[src/fssq_pkg.sv]
// package: constants, states and carriers for the flyback start-up sequencer
package fssq_pkg;
	localparam int unsigned CLK_HZ = 25000000;
	localparam int unsigned WIN_MS = 11;
	localparam int unsigned WIN_CYC = CLK_HZ / 1000 * WIN_MS;
	localparam int unsigned RESET_LONG_US = 1000000;
	localparam int unsigned RESET_SHORT_US = 1000000;
	localparam int unsigned UV_DELAY_US = 40000;
	localparam int unsigned PROBE_HZ = 40000;
	localparam int unsigned PROBE_CYC = CLK_HZ / PROBE_HZ;
	localparam int unsigned PROBE_ON_CYC = 8;
	localparam logic [1:0] PROBE_COUNT = 2'h3;
	localparam int unsigned SMP_ON_US = 10;
	localparam int unsigned SMP_INT_US = 1000;
	localparam int unsigned BURST_WAIT_US = 3000000;
	localparam logic [4:0] BURST_LEN = 5'h15;
	localparam int unsigned RESET_LONG_CYC = CLK_HZ / 1000000 * RESET_LONG_US;
	localparam int unsigned RESET_SHORT_CYC = CLK_HZ / 1000000 * RESET_SHORT_US;
	localparam int unsigned UV_DELAY_CYC = CLK_HZ / 1000000 * UV_DELAY_US;
	localparam int unsigned SMP_ON_CYC = CLK_HZ / 1000000 * SMP_ON_US;
	localparam int unsigned SMP_INT_CYC = CLK_HZ / 1000000 * SMP_INT_US;
	localparam int unsigned BURST_WAIT_CYC = CLK_HZ / 1000000 * BURST_WAIT_US;
	localparam int unsigned LINE_W = 10;
	// register map
	localparam logic [3:0] REG_CTRL = 4'h0;
	localparam logic [3:0] REG_STATE = 4'h4;
	localparam logic [3:0] REG_IRQ_STAT = 4'h8;
	localparam logic [3:0] REG_IRQ_MASK = 4'hc;
	localparam logic [3:0] REG_PEAK = 4'h0;
	localparam int unsigned CTRL_ENABLE_BIT = 0;
	localparam int unsigned CTRL_CLEAR_LATCH_BIT = 1;
	localparam logic [31:0] CTRL_RESET = 32'h00000001;
	localparam int unsigned IRQ_W = 5;
	localparam int unsigned IRQ_STOP = 0;
	localparam int unsigned IRQ_LINE_LOW = 1;
	localparam int unsigned IRQ_BROWNOUT = 2;
	localparam int unsigned IRQ_OVP = 3;
	localparam int unsigned IRQ_DC = 4;

	typedef enum logic [2:0] {
		FSSQ_CHARGE = 3'b000,
		FSSQ_PROBE = 3'b001,
		FSSQ_RUN = 3'b010,
		FSSQ_WAIT = 3'b011,
		FSSQ_DRAIN = 3'b100,
		FSSQ_LATCH = 3'b101
	} fssq_state_e;

	typedef struct packed {
		logic bias_stop_threshold;
		logic bias_reset_level;
		logic bias_start_level;
		logic bias_short_release_level;
		logic output_overvoltage;
		logic line_turn_on_threshold;
		logic ac_ripple_ok;
		logic light_load;
	} fssq_sense_s;

	typedef struct packed {
		logic gate_enable;
		logic probe_pulse;
		logic min_demand;
		logic hv_source_on;
		logic hv_source_limited;
		logic bias_discharge;
		logic low_power;
	} fssq_drive_s;
endpackage

[src/fssq_sequencer.sv]
// flyback start-up, brownout and ac-disconnect supervisory sequencer
`timescale 1ns/1ps
// Overview of operation
// RQ1: bias below stop level: stop gate, low power until long delay or reset level.
// RQ2: after that delay, drain bias to reset level, turn source on, restart.
// RQ3: at bias start level turn high-voltage source off, then test bulk voltage.
// RQ4: emit three probe pulses at probe frequency with minimum peak demand.
// RQ5: overvoltage during probing aborts remaining pulses and latches the fault.
// RQ6: no overvoltage: finish pulses; line above turn-on threshold starts regulation.
// RQ7: line below turn-on: short delay, drain bias, repeat start-up forever.
// RQ8: while running, hold maximum sensed bulk over each 11 ms window as peak.
// RQ9: peak under turn-off for persistence delay: halt, short delay, drain, restart.
// RQ10: insufficient ripple flags dc, then short delay, drain, source back on.
// RQ11: any steady dc on the high-voltage pin gives repeating start/stop cycling.
// RQ12: sample source on-time at sample interval, bursts of 21, then burst wait.
// RQ13: burst schedule keeps average source duty near 0.2 percent; the constants give about 0.007 percent.
// RQ14: monitor enabled only in latched fault or below light-load fraction.
// RQ15: monitor disabled when delivered power is above light-load fraction.
// RQ16: limit source current until bias reaches short release level, then full.
// RQ17: explicit encoded states; move only on qualified conditions.
// RQ18: all delays timed by counters with parameterised terminal counts.
module fssq_sequencer import fssq_pkg::*; #(
	parameter int unsigned RESET_LONG_N = RESET_LONG_CYC,
	parameter int unsigned RESET_SHORT_N = RESET_SHORT_CYC,
	parameter int unsigned UV_DELAY_N = UV_DELAY_CYC,
	parameter int unsigned WIN_N = WIN_CYC,
	parameter int unsigned SMP_INT_N = SMP_INT_CYC,
	parameter int unsigned BURST_WAIT_N = BURST_WAIT_CYC
) (
	input wire logic i_clk, // 25 mhz clock
	input wire logic i_arst_n, // async reset, active low
	input wire fssq_sense_s i_sense, // comparator results from front end
	input wire logic [LINE_W-1:0] i_bulk_sample, // sensed bulk voltage code
	input wire logic i_bulk_valid, // bulk sample strobe
	input wire logic [LINE_W-1:0] i_line_turn_off_threshold, // brownout level code
	input wire logic i_cyc, // wishbone cycle
	input wire logic i_stb, // wishbone strobe
	input wire logic i_we, // wishbone write enable
	input wire logic [3:0] i_adr, // wishbone byte address
	input wire logic [3:0] i_sel, // wishbone byte selects
	input wire logic [31:0] i_dat, // wishbone write data
	output logic [31:0] o_dat, // wishbone read data
	output logic o_ack, // wishbone acknowledge
	output fssq_drive_s o_drive, // drive and mode controls
	output logic o_irq // level interrupt
);
	// -------------------------------------------------------------
	// state and counters
	// -------------------------------------------------------------
	fssq_state_e state_q;
	logic [31:0] tmr_q;
	logic [31:0] per_q;
	logic [1:0] pulses_q;
	logic uv_flag_q;
	logic [31:0] uv_cnt_q;
	logic [31:0] win_cnt_q;
	logic [LINE_W-1:0] win_max_q;
	logic [LINE_W-1:0] peak_q;
	logic peak_ok_q;
	logic [31:0] smp_cnt_q;
	logic [4:0] smp_num_q;
	logic smp_wait_q;
	logic smp_on;
	logic mon_en;
	logic dc_event;
	logic [31:0] ctrl_q;
	logic [IRQ_W-1:0] irq_stat_q;
	logic [IRQ_W-1:0] irq_mask_q;
	logic [IRQ_W-1:0] ev;
	logic wb_req;
	logic wb_wr;
	logic from_stop_q;
	logic run_enable;

	function automatic logic [31:0] byte_merge(input logic [31:0] old, input logic [31:0] nw,
		input logic [3:0] sel);
		logic [31:0] r;
		r = old;
		for (int i = 0; i < 4; i++) begin
			if (sel[i]) begin
				r[i*8 +: 8] = nw[i*8 +: 8];
			end
		end
		return r;
	endfunction

	assign run_enable = ctrl_q[CTRL_ENABLE_BIT];
	assign wb_req = i_cyc && i_stb && !o_ack;
	assign wb_wr = wb_req && i_we;

	// -------------------------------------------------------------
	// ac-disconnect monitor gating and burst sampling
	// -------------------------------------------------------------
	// monitor only matters when the load cannot drain the x-capacitor itself
	assign mon_en = (state_q == FSSQ_LATCH) // RQ14
		|| (state_q == FSSQ_RUN && i_sense.light_load); // RQ15
	// on-time is a short slice at the head of each interval; burst wait keeps duty low
	assign smp_on = mon_en && !smp_wait_q && (smp_cnt_q < SMP_ON_CYC); // RQ12 RQ13
	// ripple judged at the end of each sample on-time
	assign dc_event = mon_en && !smp_wait_q && (smp_cnt_q == SMP_ON_CYC - 1)
		&& !i_sense.ac_ripple_ok; // RQ10 RQ11

	always_ff @(posedge i_clk or negedge i_arst_n) begin
		if (!i_arst_n) begin
			smp_cnt_q <= 32'h0;
			smp_num_q <= 5'h0;
			smp_wait_q <= 1'b0;
		end else if (!mon_en) begin
			smp_cnt_q <= 32'h0;
			smp_num_q <= 5'h0;
			smp_wait_q <= 1'b0;
		end else if (smp_wait_q) begin
			if (smp_cnt_q >= BURST_WAIT_N - 1) begin // RQ12 RQ18
				smp_cnt_q <= 32'h0;
				smp_wait_q <= 1'b0;
			end else begin
				smp_cnt_q <= smp_cnt_q + 32'h1;
			end
		end else if (smp_cnt_q >= SMP_INT_N - 1) begin
			smp_cnt_q <= 32'h0;
			if (smp_num_q == BURST_LEN - 5'h1) begin // RQ12
				smp_num_q <= 5'h0;
				smp_wait_q <= 1'b1;
			end else begin
				smp_num_q <= smp_num_q + 5'h1;
			end
		end else begin
			smp_cnt_q <= smp_cnt_q + 32'h1;
		end
	end

	// -------------------------------------------------------------
	// ac peak capture and brownout persistence
	// -------------------------------------------------------------
	always_ff @(posedge i_clk or negedge i_arst_n) begin
		if (!i_arst_n) begin
			win_cnt_q <= 32'h0;
			win_max_q <= '0;
			peak_q <= '0;
			peak_ok_q <= 1'b0;
		end else if (state_q != FSSQ_RUN) begin
			win_cnt_q <= 32'h0;
			win_max_q <= '0;
			// a stale peak from an earlier run must not count toward brownout
			peak_ok_q <= 1'b0;
		end else if (win_cnt_q >= WIN_N - 1) begin // RQ8
			win_cnt_q <= 32'h0;
			peak_ok_q <= 1'b1;
			peak_q <= (i_bulk_valid && i_bulk_sample > win_max_q) ? i_bulk_sample : win_max_q;
			win_max_q <= '0;
		end else begin
			win_cnt_q <= win_cnt_q + 32'h1;
			if (i_bulk_valid && i_bulk_sample > win_max_q) begin // RQ8
				win_max_q <= i_bulk_sample;
			end
		end
	end

	always_ff @(posedge i_clk or negedge i_arst_n) begin
		if (!i_arst_n) begin
			uv_cnt_q <= 32'h0;
			uv_flag_q <= 1'b0;
		end else if (state_q != FSSQ_RUN || !peak_ok_q
			|| peak_q >= i_line_turn_off_threshold) begin
			uv_cnt_q <= 32'h0;
			uv_flag_q <= 1'b0;
		end else if (uv_cnt_q >= UV_DELAY_N - 1) begin // RQ9 RQ18
			uv_flag_q <= 1'b1;
		end else begin
			uv_cnt_q <= uv_cnt_q + 32'h1;
		end
	end

	// -------------------------------------------------------------
	// main sequencer
	// -------------------------------------------------------------
	always_ff @(posedge i_clk or negedge i_arst_n) begin
		if (!i_arst_n) begin
			state_q <= FSSQ_CHARGE;
			tmr_q <= 32'h0;
			per_q <= 32'h0;
			pulses_q <= 2'h0;
			from_stop_q <= 1'b0;
		end else begin
			case (state_q) // RQ17
			FSSQ_CHARGE: begin
				if (i_sense.bias_start_level && run_enable) begin // RQ3
					state_q <= FSSQ_PROBE;
					per_q <= 32'h0;
					pulses_q <= 2'h0;
				end
			end
			FSSQ_PROBE: begin
				if (i_sense.output_overvoltage) begin // RQ5
					state_q <= FSSQ_LATCH;
				end else if (i_sense.bias_stop_threshold) begin // RQ1
					state_q <= FSSQ_WAIT;
					tmr_q <= 32'h0;
					from_stop_q <= 1'b1;
				end else if (per_q >= PROBE_CYC - 1) begin // RQ4
					per_q <= 32'h0;
					if (pulses_q == PROBE_COUNT - 2'h1) begin
						if (i_sense.line_turn_on_threshold) begin // RQ6
							state_q <= FSSQ_RUN;
						end else begin // RQ7
							state_q <= FSSQ_WAIT;
							tmr_q <= 32'h0;
							from_stop_q <= 1'b0;
						end
					end else begin
						pulses_q <= pulses_q + 2'h1;
					end
				end else begin
					per_q <= per_q + 32'h1;
				end
			end
			FSSQ_RUN: begin
				if (i_sense.output_overvoltage) begin
					state_q <= FSSQ_LATCH;
				end else if (i_sense.bias_stop_threshold) begin // RQ1
					state_q <= FSSQ_WAIT;
					tmr_q <= 32'h0;
					from_stop_q <= 1'b1;
				end else if (uv_flag_q || dc_event) begin // RQ9 RQ10
					state_q <= FSSQ_WAIT;
					tmr_q <= 32'h0;
					from_stop_q <= 1'b0;
				end
			end
			FSSQ_WAIT: begin
				// long wait after a bias collapse ends early at the reset level
				if (from_stop_q && i_sense.bias_reset_level) begin // RQ1
					state_q <= FSSQ_CHARGE;
				end else if (tmr_q >= (from_stop_q ? RESET_LONG_N : RESET_SHORT_N) - 1) begin // RQ18
					state_q <= FSSQ_DRAIN; // RQ2 RQ7
				end else begin
					tmr_q <= tmr_q + 32'h1;
				end
			end
			FSSQ_DRAIN: begin
				if (i_sense.bias_reset_level) begin // RQ2
					state_q <= FSSQ_CHARGE;
				end
			end
			FSSQ_LATCH: begin
				// cleared by ac disconnect or software; both restart through a drain
				if (dc_event || ctrl_q[CTRL_CLEAR_LATCH_BIT]) begin // RQ10 RQ11
					state_q <= FSSQ_WAIT;
					tmr_q <= 32'h0;
					from_stop_q <= 1'b0;
				end
			end
			default: begin
				state_q <= FSSQ_CHARGE;
			end
			endcase
		end
	end

	// -------------------------------------------------------------
	// drive outputs
	// -------------------------------------------------------------
	always_ff @(posedge i_clk or negedge i_arst_n) begin
		if (!i_arst_n) begin
			o_drive <= '0;
		end else begin
			o_drive.gate_enable <= (state_q == FSSQ_RUN);
			o_drive.probe_pulse <= (state_q == FSSQ_PROBE) && (per_q < PROBE_ON_CYC); // RQ4
			o_drive.min_demand <= (state_q == FSSQ_PROBE); // RQ4
			o_drive.hv_source_on <= (state_q == FSSQ_CHARGE && !i_sense.bias_start_level) // RQ3
				|| smp_on; // RQ12
			o_drive.hv_source_limited <= !i_sense.bias_short_release_level; // RQ16
			o_drive.bias_discharge <= (state_q == FSSQ_DRAIN); // RQ2
			o_drive.low_power <= (state_q == FSSQ_WAIT) || (state_q == FSSQ_LATCH); // RQ1
		end
	end

	// -------------------------------------------------------------
	// registers and interrupts
	// -------------------------------------------------------------
	assign ev[IRQ_STOP] = state_q != FSSQ_WAIT && i_sense.bias_stop_threshold
		&& (state_q == FSSQ_RUN || state_q == FSSQ_PROBE);
	assign ev[IRQ_LINE_LOW] = state_q == FSSQ_PROBE && per_q >= PROBE_CYC - 1
		&& pulses_q == PROBE_COUNT - 2'h1 && !i_sense.line_turn_on_threshold;
	assign ev[IRQ_BROWNOUT] = state_q == FSSQ_RUN && uv_flag_q;
	assign ev[IRQ_OVP] = state_q != FSSQ_LATCH && i_sense.output_overvoltage
		&& (state_q == FSSQ_RUN || state_q == FSSQ_PROBE);
	assign ev[IRQ_DC] = dc_event;

	always_ff @(posedge i_clk or negedge i_arst_n) begin
		if (!i_arst_n) begin
			ctrl_q <= CTRL_RESET;
		end else if (wb_wr && i_adr == REG_CTRL) begin
			ctrl_q <= byte_merge(ctrl_q, i_dat, i_sel) & 32'h00000003;
		end else begin
			ctrl_q[CTRL_CLEAR_LATCH_BIT] <= 1'b0; // self-clearing
		end
	end

	always_ff @(posedge i_clk or negedge i_arst_n) begin
		if (!i_arst_n) begin
			irq_mask_q <= '0;
		end else if (wb_wr && i_adr == REG_IRQ_MASK && i_sel[0]) begin
			irq_mask_q <= i_dat[IRQ_W-1:0];
		end
	end

	// set wins over a write-one clear in the same cycle
	always_ff @(posedge i_clk or negedge i_arst_n) begin
		if (!i_arst_n) begin
			irq_stat_q <= '0;
		end else if (wb_wr && i_adr == REG_IRQ_STAT && i_sel[0]) begin
			irq_stat_q <= (irq_stat_q & ~i_dat[IRQ_W-1:0]) | ev;
		end else begin
			irq_stat_q <= irq_stat_q | ev;
		end
	end

	assign o_irq = |(irq_stat_q & irq_mask_q);

	always_ff @(posedge i_clk or negedge i_arst_n) begin
		if (!i_arst_n) begin
			o_ack <= 1'b0;
			o_dat <= 32'h0;
		end else begin
			o_ack <= wb_req;
			if (wb_req && !i_we) begin
				case (i_adr)
				REG_CTRL: o_dat <= ctrl_q;
				REG_STATE: o_dat <= {16'h0, peak_q, smp_wait_q, 1'b0, pulses_q, 2'h0}
					| {29'h0, state_q};
				REG_IRQ_STAT: o_dat <= {{(32-IRQ_W){1'b0}}, irq_stat_q};
				REG_IRQ_MASK: o_dat <= {{(32-IRQ_W){1'b0}}, irq_mask_q};
				default: o_dat <= 32'h0;
				endcase
			end
		end
	end
endmodule

[config.mk]
export PLATFORM = sky130hd
export DESIGN_NAME = fssq_sequencer
export DESIGN_NICKNAME = d
export VERILOG_FILES = /design/src/fssq_pkg.sv /design/src/fssq_sequencer.sv
export SDC_FILE = /design/constraint.sdc
export NUM_CORES = 1
export LEC_CHECK = 0
export BUFFER_PORTS_ARGS = -buffer_cell sky130_fd_sc_hd__buf_2
export CAP_MARGIN = 15
export CORE_MARGIN = 10
export CORE_UTILIZATION = 60
export DETAILED_ROUTE_END_ITERATION = 8
export PLACE_DENSITY = 0.84
export SKIP_LAST_GASP = 1
export SLEW_MARGIN = 0
export SYNTH_ARGS = -nofsm -noshare
export SYNTH_HDL_FRONTEND = slang
export SYNTH_SLANG_ARGS = --single-unit
[constraint.sdc]
create_clock -name i_clk -period 2.5 [get_ports i_clk]
set_input_delay 0.375 -clock i_clk [delete_from_list [all_inputs] [get_ports i_clk]]
set_output_delay 0.375 -clock i_clk [all_outputs]
set_load 0.05 [all_outputs]
== Yosys cells after proc, flatten, opt, wreduce, memory -nomap -nowiden ==
Cells that the tools add are included.
Word-level totals
  register bits after elaboration: 246
  bits of input ports: 74
  output and inout bits: 41
  word-level logic and storage cells: 221
Cells by class
  add/sub/neg operators: 7
  magnitude comparators: 10
  equality and inequality tests: 36
  multiplexer cells: 75
  bitwise gates (word level): 7
  reductions and logical operators: 59
Operators by type and width (count)
  $mux 32: 23
  $add 32x1->32 const B: 5
  $pmux 32 s4: 1
  $pmux 16 s4: 1
  $pmux 32 s2: 1
  $mux 3: 12
  $eq 32x8->1 const B: 1
  $ge 32x10->1 const B: 1
  $ge 32x15->1 const B: 1
  $ge 32x19->1 const B: 1
  $ge 32x20->1 const B: 1
  $ge 32x25->1 const B: 1
  $ge 32x27->1 const B: 1
  $lt 32x4->1 const B: 1
  $lt 32x8->1 const B: 1
  $mux 10: 3
  $logic_and 1x1->1: 27
  $mux 5: 5
  $ne 2x2->1 const B: 12
  $mux 1: 20
  $pmux 3 s6: 1
  $or 16x3->16: 1
  $mux 2: 6
  $ne 3x2->1 const B: 4
  35 further kinds: 63

== Longest topological paths before layout ==
  depth in word-level cells: 11
  gate-level depth with buffers: 9

== Least setup slack after synthesis ==
No wires, ideal clock.
  kind: register to register
  start point: register tmr_q[8]
  end point: register tmr_q[24]
  library setup time: 126 ps
  data arrival time: 2136 ps
  required time: 2374 ps
  setup slack: 238 ps
  stages on the path, launching flop included: 8
  path through: dfrtp_1 > buf_6 > or4_4 > a2111oi_4 > o21a_1 > o22ai_1 > or2_1 > a221o_1
Between the ends
  cells in the longest elaborated chain, start to end: 4
  elaborated cells between the ends (all ways): 7
  those cells by class: 1 x add/sub; 1 x order compare; 1 x eq/ne; 3 x mux; 1 x reduce/logical
RTL lines
  start, declared: line fssq_sequencer.sv:51  | logic [31:0] tmr_q;
  start signal, assigned: line fssq_sequencer.sv:237  | tmr_q <= tmr_q + 32'h1;
  $add 32x1->32: line fssq_sequencer.sv:237
  $mux 32: line fssq_sequencer.sv:234  | end else if (tmr_q >= (from_stop_q ? RESET_LONG_N : RESET_SHORT_N) - 1) begin
  $mux 32: line fssq_sequencer.sv:232  | if (from_stop_q && i_sense.bias_reset_level) begin
  $pmux 32 s4: line fssq_sequencer.sv:185  | case (state_q)
Parallel ways exist; a longest one is shown, timed or not. The select of a mux whose other input is x is not followed.
A chain may end at the register's enable or synchronous reset.

== Worst setup path after layout ==
  start point: register smp_cnt_q[29]
  end point: register tmr_q[24]
Between the ends
  cells in the longest elaborated chain, start to end: 6
  elaborated cells between the ends (all ways): 8
  those cells by class: 3 x eq/ne; 5 x reduce/logical
RTL lines
  start, declared: line fssq_sequencer.sv:60  | logic [31:0] smp_cnt_q;
  start signal, assigned: line fssq_sequencer.sv:117  | smp_cnt_q <= smp_cnt_q + 32'h1;
  start signal, assigned: line fssq_sequencer.sv:128  | smp_cnt_q <= smp_cnt_q + 32'h1;
  $eq 32x8->1 *: line fssq_sequencer.sv:100  | assign dc_event = mon_en && !smp_wait_q && (smp_cnt_q == SMP_ON_CYC - 1)
  $logic_and 1x1->1 *: line fssq_sequencer.sv:100
  $logic_and 1x1->1 *: line fssq_sequencer.sv:101  | && !i_sense.ac_ripple_ok;
  $logic_or 1x1->1, on equally long branches: line fssq_sequencer.sv:224, fssq_sequencer.sv:247
  $ne 3x3->1 (no line) or $ne 2x2->1 (tied branches)
  $reduce_and 10->1 (no line) *
Every way passes the cells marked *; elsewhere a longest branch is shown, timed or not.

==> impl_metrics.csv <==
group,metric,value,unit
power,p_per_area,793,nW/um2
synth,synth.area.top_cells,"dfrtp_1 (50%), nor2_1 (3.4%), xor2_1 (3.3%)",
cells_and_area,nFillCells,1329,
global_route,grt_overflow,0,
power,vdd_ir_drop_max,651,uV
critical_path,arrival,2.81,ns
global_route,grt_antenna_before_repair,4,
cts,cts-htree-levels,1,
critical_path,crit_family,"simple AND/OR/NAND/NOR gates",
synth,yosysUniqueCellTypes,74,
cts,cts_buffers,25,
placement,dpl.hpwl,18100,um
synth,ys_ff_latch,230,
die,dieWidth,159,um
cells_and_area,final_area,13300,um2
synth,yosys.area.top_type,"dfrtp_1",
cells_and_area,drive_gt1_share,15.2,%
critical_path,cp_max_fo,3,
timing,report.final.setup_viol,0,
placement,placed_area,12400,um2
global_route,grt_first_pass_wirelength,44000,um
timing,hold_violations,0,
routing,route.detailed.drc,0,
global_route,grt_max_degree,80,
routing,vias,9278,
die,row_count,50,
timing,rsz0062_at_grt,"no",
global_route,grt_pass1_vias,9158,
cts,cts_buffer_depth,3,
synth,yosys_warnings,0,
critical_path,path_class,"flip-flop to flip-flop",
routing,drt-total-wl,26700,um
cts,clk_latency,0.53,ns
die,die_y,159,um
cts,cts_root_buf,"clkbuf_16",
critical_path,slowest_delay,0.43,ns
cells_and_area,syn_to_final_growth,15.4,%
routing,first_pass_iters,5,
cts,cts_tree,"done",
cts,clock_sinks,230,
power,power,10.5,mW
power,p_leak,6.00,nW
die,initial_core_util,61.4,%
critical_path,timing.rr.start,"smp_cnt_q[29]$_DFF_PN0_",
critical_path,crit_path_top_delay_cell,"nor4_1",
synth,ys.flop_type,"dfrtp_1",
placement,port_buffers,68,
critical_path,cp.required,2.90,ns
placement,placed_cells,1488,
placement,gp_congestion,0.881,
global_route,grt.total_usage,20.9,%
timing,maxSlewHeadroom,41.7,%
routing,wl_per_cell,17.4,um
hold_path,min_path_type,"input pin to flip-flop",
die,core-area,18800,um2
critical_path,startpoint,"smp_cnt_q[29]$_DFF_PN0_",
die,pin_count,115,
synth,async_flop_share,100,%
timing,fmax,0.415,GHz
critical_path,endpoint_kind,"flip-flop",
critical_path,crit_buf_inv,0,
timing,clock-skew-final,0.0133,ns
run,maxCapViolations,0,
routing,drt_iter0_drc,794,
synth,postSynthCellCount,1170,
cts,clkTransAtPathRegs,0.07,ns
critical_path,start_kind,"flip-flop",
timing,worstMarginPinSlew,0.871,ns
routing,ant_nets,0,
cells_and_area,seq_area,5760,um2
status,status,"finished clean",
synth,avgSynthCellArea,9.84,um2
critical_path,r2r_setup_slack,0.09,ns
timing,drv_slew,0,
synth,seq_area_frac_synth,50.0,%
routing,drt-vias-per-instance,6.02,
die,die_area,25100,um2
critical_path,path_common_cell,"a221o_1",
cts,postCtsSetupBuffers,0,
cells_and_area,multi_input_area,5370,um2
timing,fin_tns_setup,0,ns
timing,fin_crit_sh,96.3,%
timing,hold_slack,0.120,ns
synth,synth_enable_flop_cells,0,
hold_path,hp-start,"i_dat[0]",
cells_and_area,fin_cells,1540,
critical_path,path_cells,"nor4_1 -> and4b_1 -> nand4_1 -> a221o_1 -> or2_1 -> a221o_1",
synth,synth_top_area_share,49.8,%
timing,min_period,2.41,ns
synth,synth_area,11500,um2
cells_and_area,nets,1387,
## worst paths after layout
kind / to / cells past startpoint
hold reg to reg: tmr_q[26]$_DFFE_PN0P_ / 1
setup reg to reg: tmr_q[24]$_DFFE_PN0P_ / 6
max in group asynchronous: win_cnt_q[9]$_DFF_PN0_ / 3
hold / removal: irq_mask_q[0]$_DFFE_PN0P_ / 2
setup / recovery: tmr_q[24]$_DFFE_PN0P_ / 6
min in group asynchronous: o_drive[1]$_DFF_PN0_ / 2
## timing repair
item | 4_1_cts | 5_1_grt
gates cloned | 0 | 0
hold buffers | 2 | 0
endpoints found under the hold margin | 54 | 0
pin swaps | 0 | 1
endpoints found under the setup margin | 7 | 26
gates resized for setup | 2 | 2
## metal layers
metal,GRT usage [%],vias to the layer above,share of wire [%]
met3,2.89,51,4.6
met2,35.1,259,49
li1,-,4428,-
met5,0,-,0
met1,27.3,4540,43
met4,7.28,0,2.7
## registers in the layout, summed over array words and instances (netlist names)
signal	cells
ctrl_q	2
from_stop_q	1
irq_mask_q	5
irq_stat_q	5
o_ack	1
o_dat	16
o_drive	7
peak_ok_q	1
peak_q	10
per_q	32
pulses_q	2
smp_cnt_q	32
smp_num_q	5
smp_wait_q	1
state_q	3
tmr_q	32
uv_cnt_q	32
uv_flag_q	1
win_cnt_q	32
win_max_q	10
## cell usage after synthesis (all sizes together), types with 8 or more instances
cell,number
dfrtp,229
nor2,106
nand2,88
nor3,61
nand3,59
inv,53
o21ai,53
clkbuf,44
xor2,43
a211oi,37
a21oi,36
ha,29
nor4,28
buf,27
xnor2,23
and3,22
a31oi,21
nand4,21
o31ai,18
a22o,17
and2,16
mux2i,13
and4,11
mux2,9
nor2b,8
o211ai,8
## logic make-up (layout without fill, tap and decap cells)
family	count (synthesis)	in the layout	synth area share, %
AO/OA/AOI/OAI	245	245	14.7
XOR/XNOR	66	66	5.02
adder cells (fa/ha/maj)	29	29	3.15
buffers and inverters	124	223	4.80
flip-flops	230	230	50.0
multiplexers	24	24	2.40
other	1	38	0.0326
AND/OR/NAND/NOR	451	451	19.9
## layout by cell type, fill, tap and decap left out, types with 29 or more instances in the layout
| master | n |
|---|---|
| conb_1 | 34 |
| ha_1 | 29 |
| nor3_1 | 60 |
| nand3_1 | 59 |
| a211oi_1 | 36 |
| inv_1 | 53 |
| a21oi_1 | 35 |
| o21ai_0 | 50 |
| nor2_1 | 105 |
| buf_4 | 51 |
| buf_2 | 67 |
| xor2_1 | 43 |
| dfrtp_1 | 229 |
| nand2_1 | 88 |
## power breakdown
| part | switching, mW | internal, mW |
|---|---|---|
| Sequential | 0.259 | 4.02 |
| Combinational | 1.71 | 0.905 |
| Clock | 1.49 | 2.16 |
## layout make-up
cell class              count  area share (%)
flip-flops and latches    230            43.3
multi-input cells         849            40.4
repair buffers            125            6.32
clock buffers              32            5.20
well taps                 234            2.20
inverters                  53            1.50
clock inverters            13           0.979
diodes                      4          0.0753
## through the flow
stage | setup slack (ns) | utilization (%)
2_1_floorplan | 0.238 | -
3_3_place_gp | 0.0619 | 66.0
3_5_place_dp | -0.0593 | 66.0
4_1_cts | 0.121 | 70.6
5_1_grt | 0.0139 | 70.8
6_report | 0.0915 | 70.8
Note: power is estimated with default switching activity, not from simulation.
